===== src/include/fbc_params.svh =====
// Purpose: Constants for the host-side parallel NOR flash command controller.
// Assumes: 40 MHz clock; flash run in word mode.
// Notes: Functional notes below list the behaviour this controller keeps.
//
// Functional notes
// Query signature at 40h-42h reads PRI.
// Major and minor version read ASCII one.
// Word 45h: unlock required, revision zero.
// Word 46h: erase suspend permits read, write.
// One sector per group; temporary unprotect supported.
// Word 4Ah gives uniform bank sector count.
// Burst and page mode words read zero.
// Acceleration supply limits 85h and 95h.
// Word 4Fh gives boot arrangement code.
// Only defined sequences; reset restores array reads.
// Address held at WE fall, data at rise.
// Power-up and completion leave read-array mode.
// Erase suspend allows reads of other sectors.
// Host writes reset after error or autoselect.
// Reset command ignores address, restores read mode.
// Reset mid-sequence aborts; ignored once running.
// Reset during suspended program returns suspend-read.
// Autoselect: two unlocks, bank command, not busy.
// Autoselect offset 00 manufacturer, 01 device.
// Autoselect sector word 02 gives protection.
// Autoselect serves reads until reset.
// Secure entry three writes, exit four, pin reset.
// Byte mode query data on low lane.
`ifndef FBC_PARAMS_SVH
`define FBC_PARAMS_SVH
`define FBC_CLK_NS      25
`define FBC_T_ACC_NS    70
`define FBC_T_WP_NS     35
`define FBC_T_RP_NS     500
`define FBC_CYC_UP(ns)  (((ns) + `FBC_CLK_NS - 1) / `FBC_CLK_NS)
`define FBC_RG_CTRL     3'h0
`define FBC_RG_ADDR     3'h1
`define FBC_RG_WDATA    3'h2
`define FBC_RG_STATUS   3'h3
`define FBC_RG_FDATA    3'h4
`define FBC_UNLOCK1_A   12'h555
`define FBC_UNLOCK2_A   12'h2aa
`define FBC_QUERY_A     12'h055
`define FBC_UNLOCK1_D   8'haa
`define FBC_UNLOCK2_D   8'h55
`define FBC_RESET_D     8'hf0
`define FBC_AUTO_D      8'h90
`define FBC_QUERY_D     8'h98
`define FBC_SEC_D       8'h88
`define FBC_EXIT_D      8'h00
`endif


===== src/include/fbc_pkg.sv =====
// Purpose: Types shared by the flash command controller.
// Assumes: Nothing beyond SystemVerilog.
// Notes: Command codes are written by software into the control register.
package fbc_pkg;
  typedef enum logic [3:0] {
    FBC_CMD_WRITE  = 4'h0,
    FBC_CMD_READ   = 4'h1,
    FBC_CMD_RESET  = 4'h2,
    FBC_CMD_AUTO   = 4'h3,
    FBC_CMD_QUERY  = 4'h4,
    FBC_CMD_SECIN  = 4'h5,
    FBC_CMD_SECOUT = 4'h6,
    FBC_CMD_HWRST  = 4'h7
  } fbc_cmd_t;
  typedef enum logic [1:0] {
    FBC_MODE_ARRAY = 2'h0,
    FBC_MODE_AUTO  = 2'h1,
    FBC_MODE_QUERY = 2'h2,
    FBC_MODE_SEC   = 2'h3
  } fbc_mode_t;
  typedef enum logic [5:0] {
    FBC_ST_IDLE   = 6'h01,
    FBC_ST_SETUP  = 6'h02,
    FBC_ST_WPULSE = 6'h04,
    FBC_ST_WHOLD  = 6'h08,
    FBC_ST_READ   = 6'h10,
    FBC_ST_HWRST  = 6'h20
  } fbc_state_t;
endpackage : fbc_pkg


===== src/fbc_host.sv =====
// Purpose: Host controller that drives a dual-bank NOR flash through its pins.
// Assumes: Flash in word mode; pins sampled synchronously to clk.
// Notes: Software starts one command at a time and polls the busy bit.
`timescale 1ns/1ps
`default_nettype none
`include "fbc_params.svh"
module fbc_host #(
  parameter int ADDR_W = 20,
  parameter int DATA_W = 16
) (
  // Clock and reset.
  input  wire logic              clk,
  input  wire logic              reset,
  // Software register port.
  input  wire logic [2:0]        sw_addr,
  input  wire logic [31:0]       sw_wdata,
  input  wire logic              sw_wr,
  input  wire logic              sw_rd,
  output var  logic [31:0]       sw_rdata,
  // Flash pins.
  output var  logic [ADDR_W-1:0] fl_addr,
  input  wire logic [DATA_W-1:0] fl_dq_in,
  output var  logic [DATA_W-1:0] fl_dq_out,
  output var  logic              fl_dq_oe_n,
  output var  logic              fl_ce_n,
  output var  logic              fl_we_n,
  output var  logic              fl_oe_n,
  output var  logic              fl_reset_n,
  input  wire logic              fl_ready
);
  localparam int T_ACC = `FBC_CYC_UP(`FBC_T_ACC_NS);
  localparam int T_WP  = `FBC_CYC_UP(`FBC_T_WP_NS);
  localparam int T_RP  = `FBC_CYC_UP(`FBC_T_RP_NS);

  initial begin
    if (ADDR_W < 12 || ADDR_W > 31 || DATA_W < 8 || DATA_W > 32)
      $error("fbc_host: unsupported ADDR_W or DATA_W");
  end

  // Number of bus writes each command issues.
  function automatic logic [2:0] seq_len(input fbc_pkg::fbc_cmd_t c);
    case (c)
      fbc_pkg::FBC_CMD_WRITE:  seq_len = 3'h1;
      fbc_pkg::FBC_CMD_RESET:  seq_len = 3'h1;
      fbc_pkg::FBC_CMD_AUTO:   seq_len = 3'h3;
      fbc_pkg::FBC_CMD_QUERY:  seq_len = 3'h1;
      fbc_pkg::FBC_CMD_SECIN:  seq_len = 3'h3;
      fbc_pkg::FBC_CMD_SECOUT: seq_len = 3'h4;
      default:                 seq_len = 3'h0;
    endcase
  endfunction : seq_len

  // Address and data of one write cycle of a command sequence.
  function automatic logic [ADDR_W+DATA_W-1:0] seq_word(input fbc_pkg::fbc_cmd_t c,
      input logic [2:0] s, input logic [ADDR_W-1:0] a, input logic [DATA_W-1:0] d);
    logic [ADDR_W-1:0] wa;
    logic [7:0]        wd;
    wa = ADDR_W'(`FBC_UNLOCK1_A);
    wd = `FBC_UNLOCK1_D;
    if (s == 3'h1) begin
      wa = ADDR_W'(`FBC_UNLOCK2_A);
      wd = `FBC_UNLOCK2_D;
    end
    case (c)
      fbc_pkg::FBC_CMD_WRITE: seq_word = {a, d};
      fbc_pkg::FBC_CMD_RESET: seq_word = {a, DATA_W'(`FBC_RESET_D)};
      fbc_pkg::FBC_CMD_QUERY: seq_word = {ADDR_W'(`FBC_QUERY_A), DATA_W'(`FBC_QUERY_D)};
      fbc_pkg::FBC_CMD_AUTO: begin
        // The third write carries the bank bits of the software address.
        if (s == 3'h2) begin
          wa = (a & ~ADDR_W'(12'hfff)) | ADDR_W'(`FBC_UNLOCK1_A);
          wd = `FBC_AUTO_D;
        end
        seq_word = {wa, DATA_W'(wd)};
      end
      fbc_pkg::FBC_CMD_SECIN: begin
        if (s == 3'h2) wd = `FBC_SEC_D;
        seq_word = {wa, DATA_W'(wd)};
      end
      fbc_pkg::FBC_CMD_SECOUT: begin
        if (s == 3'h2) wd = `FBC_AUTO_D;
        if (s == 3'h3) wd = `FBC_EXIT_D;
        seq_word = {wa, DATA_W'(wd)};
      end
      default: seq_word = {a, d};
    endcase
  endfunction : seq_word

  fbc_pkg::fbc_state_t state, next_state;
  fbc_pkg::fbc_cmd_t   cmd, next_cmd;
  fbc_pkg::fbc_mode_t  mode, next_mode;
  logic [2:0]          step, next_step;
  logic [7:0]          cnt, next_cnt;
  logic [ADDR_W-1:0]   addr_reg, next_addr_reg;
  logic [DATA_W-1:0]   wdata, next_wdata, fdata, next_fdata;
  logic                refused, next_refused;
  logic [31:0]         next_sw_rdata;
  logic [ADDR_W-1:0]   next_fl_addr;
  logic [DATA_W-1:0]   next_fl_dq_out;
  logic                next_fl_dq_oe_n, next_fl_ce_n, next_fl_we_n, next_fl_oe_n;
  logic                next_fl_reset_n;
  logic                start;
  fbc_pkg::fbc_cmd_t   wcmd;

  assign wcmd  = fbc_pkg::fbc_cmd_t'(sw_wdata[3:0]);
  assign start = sw_wr && sw_addr == `FBC_RG_CTRL && state == fbc_pkg::FBC_ST_IDLE;

  always_comb begin
    next_state      = state;
    next_cmd        = cmd;
    next_mode       = mode;
    next_step       = step;
    next_cnt        = cnt;
    next_addr_reg   = addr_reg;
    next_wdata      = wdata;
    next_fdata      = fdata;
    next_refused    = refused;
    next_sw_rdata   = 32'h0;
    next_fl_addr    = fl_addr;
    next_fl_dq_out  = fl_dq_out;
    next_fl_dq_oe_n = fl_dq_oe_n;
    next_fl_ce_n    = fl_ce_n;
    next_fl_we_n    = fl_we_n;
    next_fl_oe_n    = fl_oe_n;
    next_fl_reset_n = fl_reset_n;
    if (sw_wr && sw_addr == `FBC_RG_ADDR) next_addr_reg = sw_wdata[ADDR_W-1:0];
    if (sw_wr && sw_addr == `FBC_RG_WDATA) next_wdata = sw_wdata[DATA_W-1:0];
    if (sw_rd) begin
      case (sw_addr)
        `FBC_RG_ADDR:   next_sw_rdata = 32'(addr_reg);
        `FBC_RG_WDATA:  next_sw_rdata = 32'(wdata);
        `FBC_RG_STATUS: next_sw_rdata = {27'h0, fl_ready, mode, refused,
                                         state != fbc_pkg::FBC_ST_IDLE};
        `FBC_RG_FDATA:  next_sw_rdata = 32'(fdata);
        default:        next_sw_rdata = 32'h0;
      endcase
    end
    case (state)
      fbc_pkg::FBC_ST_IDLE: begin
        if (start) begin
          next_cmd     = wcmd;
          next_step    = 3'h0;
          next_refused = 1'b0;
          if (wcmd == fbc_pkg::FBC_CMD_AUTO && !fl_ready) begin
            // Autoselect is not offered while a bank is programming or erasing.
            next_refused = 1'b1;
          end else if (wcmd == fbc_pkg::FBC_CMD_HWRST) begin
            next_fl_reset_n = 1'b0;
            next_cnt        = 8'(T_RP - 1);
            next_state      = fbc_pkg::FBC_ST_HWRST;
          end else if (wcmd == fbc_pkg::FBC_CMD_READ) begin
            next_fl_addr = addr_reg;
            next_fl_ce_n = 1'b0;
            next_fl_oe_n = 1'b0;
            next_cnt     = 8'(T_ACC - 1);
            next_state   = fbc_pkg::FBC_ST_READ;
          end else if (seq_len(wcmd) != 3'h0) begin
            // Address and data settle one cycle before write-enable falls.
            {next_fl_addr, next_fl_dq_out} = seq_word(wcmd, 3'h0, addr_reg, wdata);
            next_fl_dq_oe_n = 1'b0;
            next_fl_ce_n    = 1'b0;
            next_state      = fbc_pkg::FBC_ST_SETUP;
          end else begin
            next_refused = 1'b1;
          end
        end
      end
      fbc_pkg::FBC_ST_SETUP: begin
        next_fl_we_n = 1'b0;
        next_cnt     = 8'(T_WP - 1);
        next_state   = fbc_pkg::FBC_ST_WPULSE;
      end
      fbc_pkg::FBC_ST_WPULSE: begin
        if (cnt != 8'h0) begin
          next_cnt = cnt - 8'h1;
        end else begin
          // Data stay driven past the rising edge so the flash latches them.
          next_fl_we_n = 1'b1;
          next_state   = fbc_pkg::FBC_ST_WHOLD;
        end
      end
      fbc_pkg::FBC_ST_WHOLD: begin
        if (step + 3'h1 < seq_len(cmd)) begin
          next_step = step + 3'h1;
          {next_fl_addr, next_fl_dq_out} = seq_word(cmd, step + 3'h1, addr_reg, wdata);
          next_state = fbc_pkg::FBC_ST_SETUP;
        end else begin
          next_fl_dq_oe_n = 1'b1;
          next_fl_ce_n    = 1'b1;
          next_state      = fbc_pkg::FBC_ST_IDLE;
          case (cmd)
            fbc_pkg::FBC_CMD_AUTO:   next_mode = fbc_pkg::FBC_MODE_AUTO;
            fbc_pkg::FBC_CMD_QUERY:  next_mode = fbc_pkg::FBC_MODE_QUERY;
            fbc_pkg::FBC_CMD_SECIN:  next_mode = fbc_pkg::FBC_MODE_SEC;
            fbc_pkg::FBC_CMD_SECOUT: next_mode = fbc_pkg::FBC_MODE_ARRAY;
            fbc_pkg::FBC_CMD_RESET: begin
              // Reset leaves autoselect or query; the secure region needs its exit.
              if (mode != fbc_pkg::FBC_MODE_SEC) next_mode = fbc_pkg::FBC_MODE_ARRAY;
            end
            default: next_mode = mode;
          endcase
        end
      end
      fbc_pkg::FBC_ST_READ: begin
        if (cnt != 8'h0) begin
          next_cnt = cnt - 8'h1;
        end else begin
          next_fdata   = fl_dq_in;
          next_fl_ce_n = 1'b1;
          next_fl_oe_n = 1'b1;
          next_state   = fbc_pkg::FBC_ST_IDLE;
        end
      end
      fbc_pkg::FBC_ST_HWRST: begin
        if (cnt != 8'h0) begin
          next_cnt = cnt - 8'h1;
        end else begin
          next_fl_reset_n = 1'b1;
          next_mode       = fbc_pkg::FBC_MODE_ARRAY;
          next_state      = fbc_pkg::FBC_ST_IDLE;
        end
      end
      default: next_state = fbc_pkg::FBC_ST_IDLE;
    endcase
  end

  always_ff @(posedge clk or posedge reset) begin
    if (reset) begin
      state      <= fbc_pkg::FBC_ST_IDLE;
      cmd        <= fbc_pkg::FBC_CMD_WRITE;
      mode       <= fbc_pkg::FBC_MODE_ARRAY;
      step       <= 3'h0;
      cnt        <= 8'h0;
      addr_reg   <= '0;
      wdata      <= '0;
      fdata      <= '0;
      refused    <= 1'b0;
      sw_rdata   <= 32'h0;
      fl_addr    <= '0;
      fl_dq_out  <= '0;
      fl_dq_oe_n <= 1'b1;
      fl_ce_n    <= 1'b1;
      fl_we_n    <= 1'b1;
      fl_oe_n    <= 1'b1;
      fl_reset_n <= 1'b1;
    end else begin
      state      <= next_state;
      cmd        <= next_cmd;
      mode       <= next_mode;
      step       <= next_step;
      cnt        <= next_cnt;
      addr_reg   <= next_addr_reg;
      wdata      <= next_wdata;
      fdata      <= next_fdata;
      refused    <= next_refused;
      sw_rdata   <= next_sw_rdata;
      fl_addr    <= next_fl_addr;
      fl_dq_out  <= next_fl_dq_out;
      fl_dq_oe_n <= next_fl_dq_oe_n;
      fl_ce_n    <= next_fl_ce_n;
      fl_we_n    <= next_fl_we_n;
      fl_oe_n    <= next_fl_oe_n;
      fl_reset_n <= next_fl_reset_n;
    end
  end
endmodule : fbc_host
`default_nettype wire


===== config.mk =====
export PLATFORM = sky130hd
export DESIGN_NAME = fbc_host
export DESIGN_NICKNAME = d
export VERILOG_FILES = /design/src/include/fbc_pkg.sv /design/src/fbc_host.sv
export VERILOG_INCLUDE_DIRS = /design/src /design/src/include
export SDC_FILE = /design/constraint.sdc
export NUM_CORES = 1
export LEC_CHECK = 0
export BUFFER_PORTS_ARGS = -buffer_cell sky130_fd_sc_hd__buf_2
export CAP_MARGIN = 20
export CELL_PAD_IN_SITES_DETAIL_PLACEMENT = 1
export CELL_PAD_IN_SITES_GLOBAL_PLACEMENT = 1
export CORE_MARGIN = 10
export CORE_UTILIZATION = 30
export DETAILED_ROUTE_END_ITERATION = 10
export PLACE_DENSITY_LB_ADDON = 0.3
export SETUP_SLACK_MARGIN = 0.15
export SYNTH_ARGS = -nofsm -noshare
export SYNTH_HDL_FRONTEND = slang
export SYNTH_SLANG_ARGS = --single-unit

===== constraint.sdc =====
create_clock -name clk -period 4.4 [get_ports clk]
set_input_delay 0.22 -clock clk [delete_from_list [all_inputs] [get_ports clk]]
set_output_delay 0.22 -clock clk [all_outputs]
set_load 0.03 [all_outputs]

# ---- Word level (Yosys, flattened, before mapping)
# Cells that the tools add are included.
dict set report classes {
  bitwise 1
  n_lt_le_gt_ge 1
  n_eq_ne 46
  n_mux 82
  add_sub_neg 2
  n_reduce_logical 38
}
# op count
set ops {}
lappend ops {{36-bit case mux with 5 select lines} 1}
lappend ops {{20-bit 2-to-1 mux} 8}
lappend ops {{36-bit case mux with 3 select lines} 1}
lappend ops {{16-bit 2-to-1 mux} 6}
lappend ops {{20-bit case mux with 4 select lines} 1}
lappend ops {{8-bit 2-to-1 mux} 9}
lappend ops {{6-bit 2-to-1 mux} 7}
lappend ops {{20-bit case mux with 2 select lines} 1}
lappend ops {{16-bit case mux with 2 select lines} 1}
lappend ops {{6-bit case mux with 5 select lines} 1}
lappend ops {{4-bit by 3-bit == test with 1-bit output, second input constant} 7}
lappend ops {{3-bit 2-to-1 mux} 8}
lappend ops {{8-bit case mux with 3 select lines} 1}
lappend ops {{1-bit 2-to-1 mux} 22}
lappend ops {{2-bit inequality test, second input constant} 11}
lappend ops {{7-bit AND reduction} 3}
lappend ops {{5-bit AND reduction} 4}
lappend ops {{3-bit case mux with 3 select lines} 2}
lappend ops {{4-bit by 2-bit == test with 1-bit output, second input constant} 4}
lappend ops {{3-bit by 2-bit == test with 1-bit output, second input constant} 4}
lappend ops {{6-bit AND reduction} 2}
lappend ops {{3-bit OR reduction} 4}
lappend ops {{11-bit 2-to-1 mux} 1}
lappend ops {{2-bit case mux with 5 select lines} 1}
lappend ops {{other kinds (34)} 60}
dict set report word_totals {
  ff_bits 149
  input_bits 56
  elab_cells 187
  output_inout_bits 73
}

# ---- Longest topological paths before layout
dict set report depth {
  ltp_word 15
  ltp_mapped 11
  depth_no_buf 9
}

# ---- Worst setup path after synthesis
# Ideal clock, no wire load.
dict set report synth_path {
  path_kind {flip-flop to flip-flop}
  from {register step[0]}
  to {register fl_dq_out[1]}
  stages_incl_launch_ff 10
  synth_period_minus_slack_ns 3.091
  path_buffers 1
  setup_time_ns 0.125
  required_ns 4.275
  arrival_time_ns 2.966
  slack_ns 1.309
  path_cell_list {dfrtp_1 ha_1 xnor2_1 clkinv_1 ha_1 a21o_1 or3_1 clkbuf_1 a2111oi_4 mux2_2}
}
dict set report synth_via {
  elab_chain_len 8
  elab_cells_between_ends 14
  cone_classes {1 x add/sub; 1 x order compare; 4 x eq/ne; 7 x mux; 1 x reduce/logical}
}
# element line_no
set synth_rtl {}
lappend synth_rtl {{start, declared} fbc_host.sv:92} ;# logic [2:0] step, next_step;
lappend synth_rtl {{start signal, assigned} fbc_host.sv:250} ;# step <= next_step;
lappend synth_rtl {{3-bit by 1-bit adder with 3-bit output (*)} {fbc_host.sv:183, fbc_host.sv:185}}
lappend synth_rtl {{3-bit by 1-bit == test with 1-bit output} fbc_host.sv:60} ;# if (s == 3'h1) begin
lappend synth_rtl {{8-bit 2-to-1 mux} fbc_host.sv:60}
lappend synth_rtl {{8-bit 2-to-1 mux} {fbc_host.sv:70, fbc_host.sv:81}}
lappend synth_rtl {{8-bit 2-to-1 mux} fbc_host.sv:82} ;# if (s == 3'h3) wd = `FBC_EXIT_D;
lappend synth_rtl {{36-bit case mux with 5 select lines} fbc_host.sv:64} ;# case (c)
lappend synth_rtl {{16-bit 2-to-1 mux} fbc_host.sv:183} ;# if (step + 3'h1 < seq_len(cmd)) begin
lappend synth_rtl {{16-bit case mux with 2 select lines} fbc_host.sv:138} ;# case (state)
lappend synth_rtl {{end signal, assigned} fbc_host.sv:258} ;# fl_dq_out <= next_fl_dq_out;
lappend synth_rtl {{end, declared} fbc_host.sv:23} ;# output var logic [DATA_W-1:0] fl_dq_out,
# Mark *: on every way between the ends. The rest lies on a longest branch, timed or not. The select of a mux whose other input is x is not followed.
# A chain may end at the register's enable or synchronous reset.

# ---- Worst setup path after layout
# Ends and elaborated chain as after synthesis.

==> flow_metrics.py <==
metrics = {
    "route": {
        "num_vias": 5564,
        "post_drt_wl_per_cell_um": 20.5,
        "viasPerCell": 5.11,
        "drt_iter0_markers": 336,
        "drc": 0,
        "firstDrtPassIters": 5,
        "ant_nets": 0,
        "wl_mm": 22.3,
    },
    "critical_path": {
        "crit_required_ns": 4.71,
        "cp-start-kind": "flop",
        "cp.arrival_ns": 3.72,
        "cp-end-kind": "flop",
        "rrSetupSlack_ns": 0.99,
        "crit_fanout": 14,
        "worstSetupPathType": "flop to flop",
    },
    "synthesis": {
        "synth_ff_type": "dfrtp_1",
        "yosysTopAreaCell": "dfrtp_1",
        "postSynthAreaPerCell_um2": 10.5,
        "ys_ff_latch": 137,
        "yosysMostFrequentCell": "dfrtp_1",
        "synthTopCellsByCount": "131 x dfrtp_1, 60 x mux2_2, 53 x nor2_1, 40 x nand2_1, 34 x clkbuf_1",
        "yosysWarningCount": 0,
        "netlist_instances": 663,
        "synth_top_area_share_pct": 47.0,
        "ys_seq_area_share_pct": 49.2,
        "synth-async-reset-ratio_pct": 100,
        "yosys-top-cells-area": "dfrtp_1 47%, mux2_2 9.7%, nor2_1 2.9%, a21oi_1 2.3%, dfstp_2 2.3%",
        "yosys.cell_types.count": 78,
        "synth_area_um2": 6980,
        "synth_enable_flop_cells": 0,
    },
    "timing": {
        "slew_violations": 0,
        "hold_viol": 0,
        "timing.setup.tns_ns": 0,
        "grt_setup_unrepaired": "false",
        "relSlewSlack_pct": 24.8,
        "period_share_pct": 77.6,
        "fmaxAchievable_mhz": 293,
        "fin_worst_skew_ns": 0.00870,
        "worstMarginPinSlew_ns": 1.12,
        "setup_viol": 0,
        "finalCriticalPeriod_ns": 3.41,
        "worst_slack_ns": 0.987,
    },
    "finish": {
        "num-fill-cells": 2559,
        "drive_gt1_share_pct": 30.8,
        "syn2layout_area_growth_pct": 21.3,
        "final_net_count": 824,
    },
    "clocking": {
        "clk_pin_slew_worst_paths_ns": 0.07,
        "clkSinkCount": 137,
        "clock-root-buffer": "clkbuf_16",
        "cts_max_path_buffers": 2,
        "htree_levels": 4,
        "cts_tree": "yes",
        "ctsResizeCount": 0,
        "clk_latency_ns": 0.42,
        "cts_buffers": 17,
    },
    "floorplanning": {
        "io_pins": 129,
        "initial_core_util_pct": 30.6,
        "die_x_um": 173,
        "core_um2": 22800,
        "die_h_um": 173,
        "rows": 55,
        "dieArea_um2": 29800,
    },
    "power_and_ir_drop": {
        "combPwrFrac_pct": 35.0,
        "pwr-share-clk_pct": 29.9,
        "leakage_nw": 3.91,
        "internal_power_mw": 3.24,
        "sw_frac_of_total_pct": 39.0,
        "switching_power_mw": 2.07,
        "pwr_density_cell_nw_per_um2": 627,
        "p_seq_share_pct": 35.1,
        "ir_drop_v": 0.000276,
    },
    "status": {
        "outcome": "complete, no violations",
    },
    "global_route": {
        "grtUsageTotal_pct": 14.8,
        "grt_pass1_wl_mm": 35.3,
        "grt_max_degree": 58,
        "first_global_vias": 5960,
        "gr-total-overflow": 0,
        "antenna_found_initial": 4,
    },
    "placement": {
        "hpwl_mm": 16.2,
        "gp_congestion": 0.776,
        "pre_cts_slack_ns": 1.00,
        "io_buffer_count": 104,
    },
    "job": {
        "cap_viol_max_count": 0,
    },
    "min_path": {
        "hp-class": "input port to flop",
    },
}
-- cells by family after synthesis --
logic type      count (synthesis)  synth area share (%)
mux                            74                  11.7
flops                         137                  49.2
buf+inv                        85                  5.40
other cells                     1                0.0537
simple gates                  179                  13.5
xor+xnor                        8                  1.00
compound gates                171                  17.7
fa+ha+maj                       8                  1.43
-- layout by cell type, fill, tap and decap left out, types with 16 or more instances in the layout --
master,instances
inv_1,29
buf_2,104
clkbuf_16,17
dfrtp_1,131
o21ai_0,28
a22oi_1,19
buf_4,16
mux2_2,60
nand2_1,40
nor2_1,53
a21oi_1,32
-- through the flow --
step	cell area [µm²]	hold WS [ns]	util (%)	cells	power, mW
finish	8470	0.0236	37.2	1088	5.31
global route	8460	0.00635	37.1	1086	5.63
CTS	8460	0.0107	37.1	1086	5.37
detailed placement	7810	0.326	34.3	1053	3.75
global placement	7810	0.323	34.3	1053	3.72
floorplan	7020	0.337	-	674	3.17
-- power groups by stage --
stage / clock network, mW / logic (mW) / registers (mW)
after floorplan: 0 / 1.06 / 2.10
after global placement: 0 / 1.84 / 1.88
after CTS: 1.62 / 1.88 / 1.87
after detailed placement: 0 / 1.87 / 1.88
after global routing: 1.68 / 2.04 / 1.91
final: 1.59 / 1.86 / 1.86
-- metal layers --
layer | up-vias | global-route usage, % | share of wire [%]
met5 | - | 0 | 0.13
met4 | 4 | 3.59 | 1.1
met3 | 20 | 4.60 | 6.1
met2 | 124 | 23.5 | 46
met1 | 2839 | 19.0 | 46
li1 | 2577 | - | -
-- final timing paths --
kind | from | to | cells past startpoint
worst min-delay path | fl_dq_in[13] | fdata[13] | 2
worst max register to register | step[0] | fl_dq_out[1] | 9
max in group asynchronous | reset | fl_addr[17] | 4
worst max-delay path | step[0] | fl_dq_out[1] | 9
worst min register to register | fl_dq_oe_n | fl_dq_oe_n | 2
min in group asynchronous | reset | fl_dq_out[10] | 3
-- repair_timing --
item / in CTS / in global routing
endpoints found under the hold margin: 50 / 0
hold buffers: 1 / 0
setup buffers: 0 / 0
-- critical path, stage by stage, from the launching register on --
cell	delay, ns
dfrtp_1	0.45
ha_1	0.24
xnor2_1	0.28
clkinv_1	0.33
ha_1	0.40
a21o_1	0.19
or3_1	0.38
a2111oi_4	0.33
buf_4	0.32
mux2_2	0.37
-- layout make-up --
class	count	area, µm²	share of cell area, %
flip-flops and latches	137	3440	40.6
multi-input cells	452	3220	38.1
repair buffers	121	651	7.68
clock buffers	18	429	5.07
well taps	313	392	4.63
clock inverters	14	211	2.50
inverters	31	121	1.43
diodes	2	5.00	0.0591
Power figures use the tool's default switching activity.
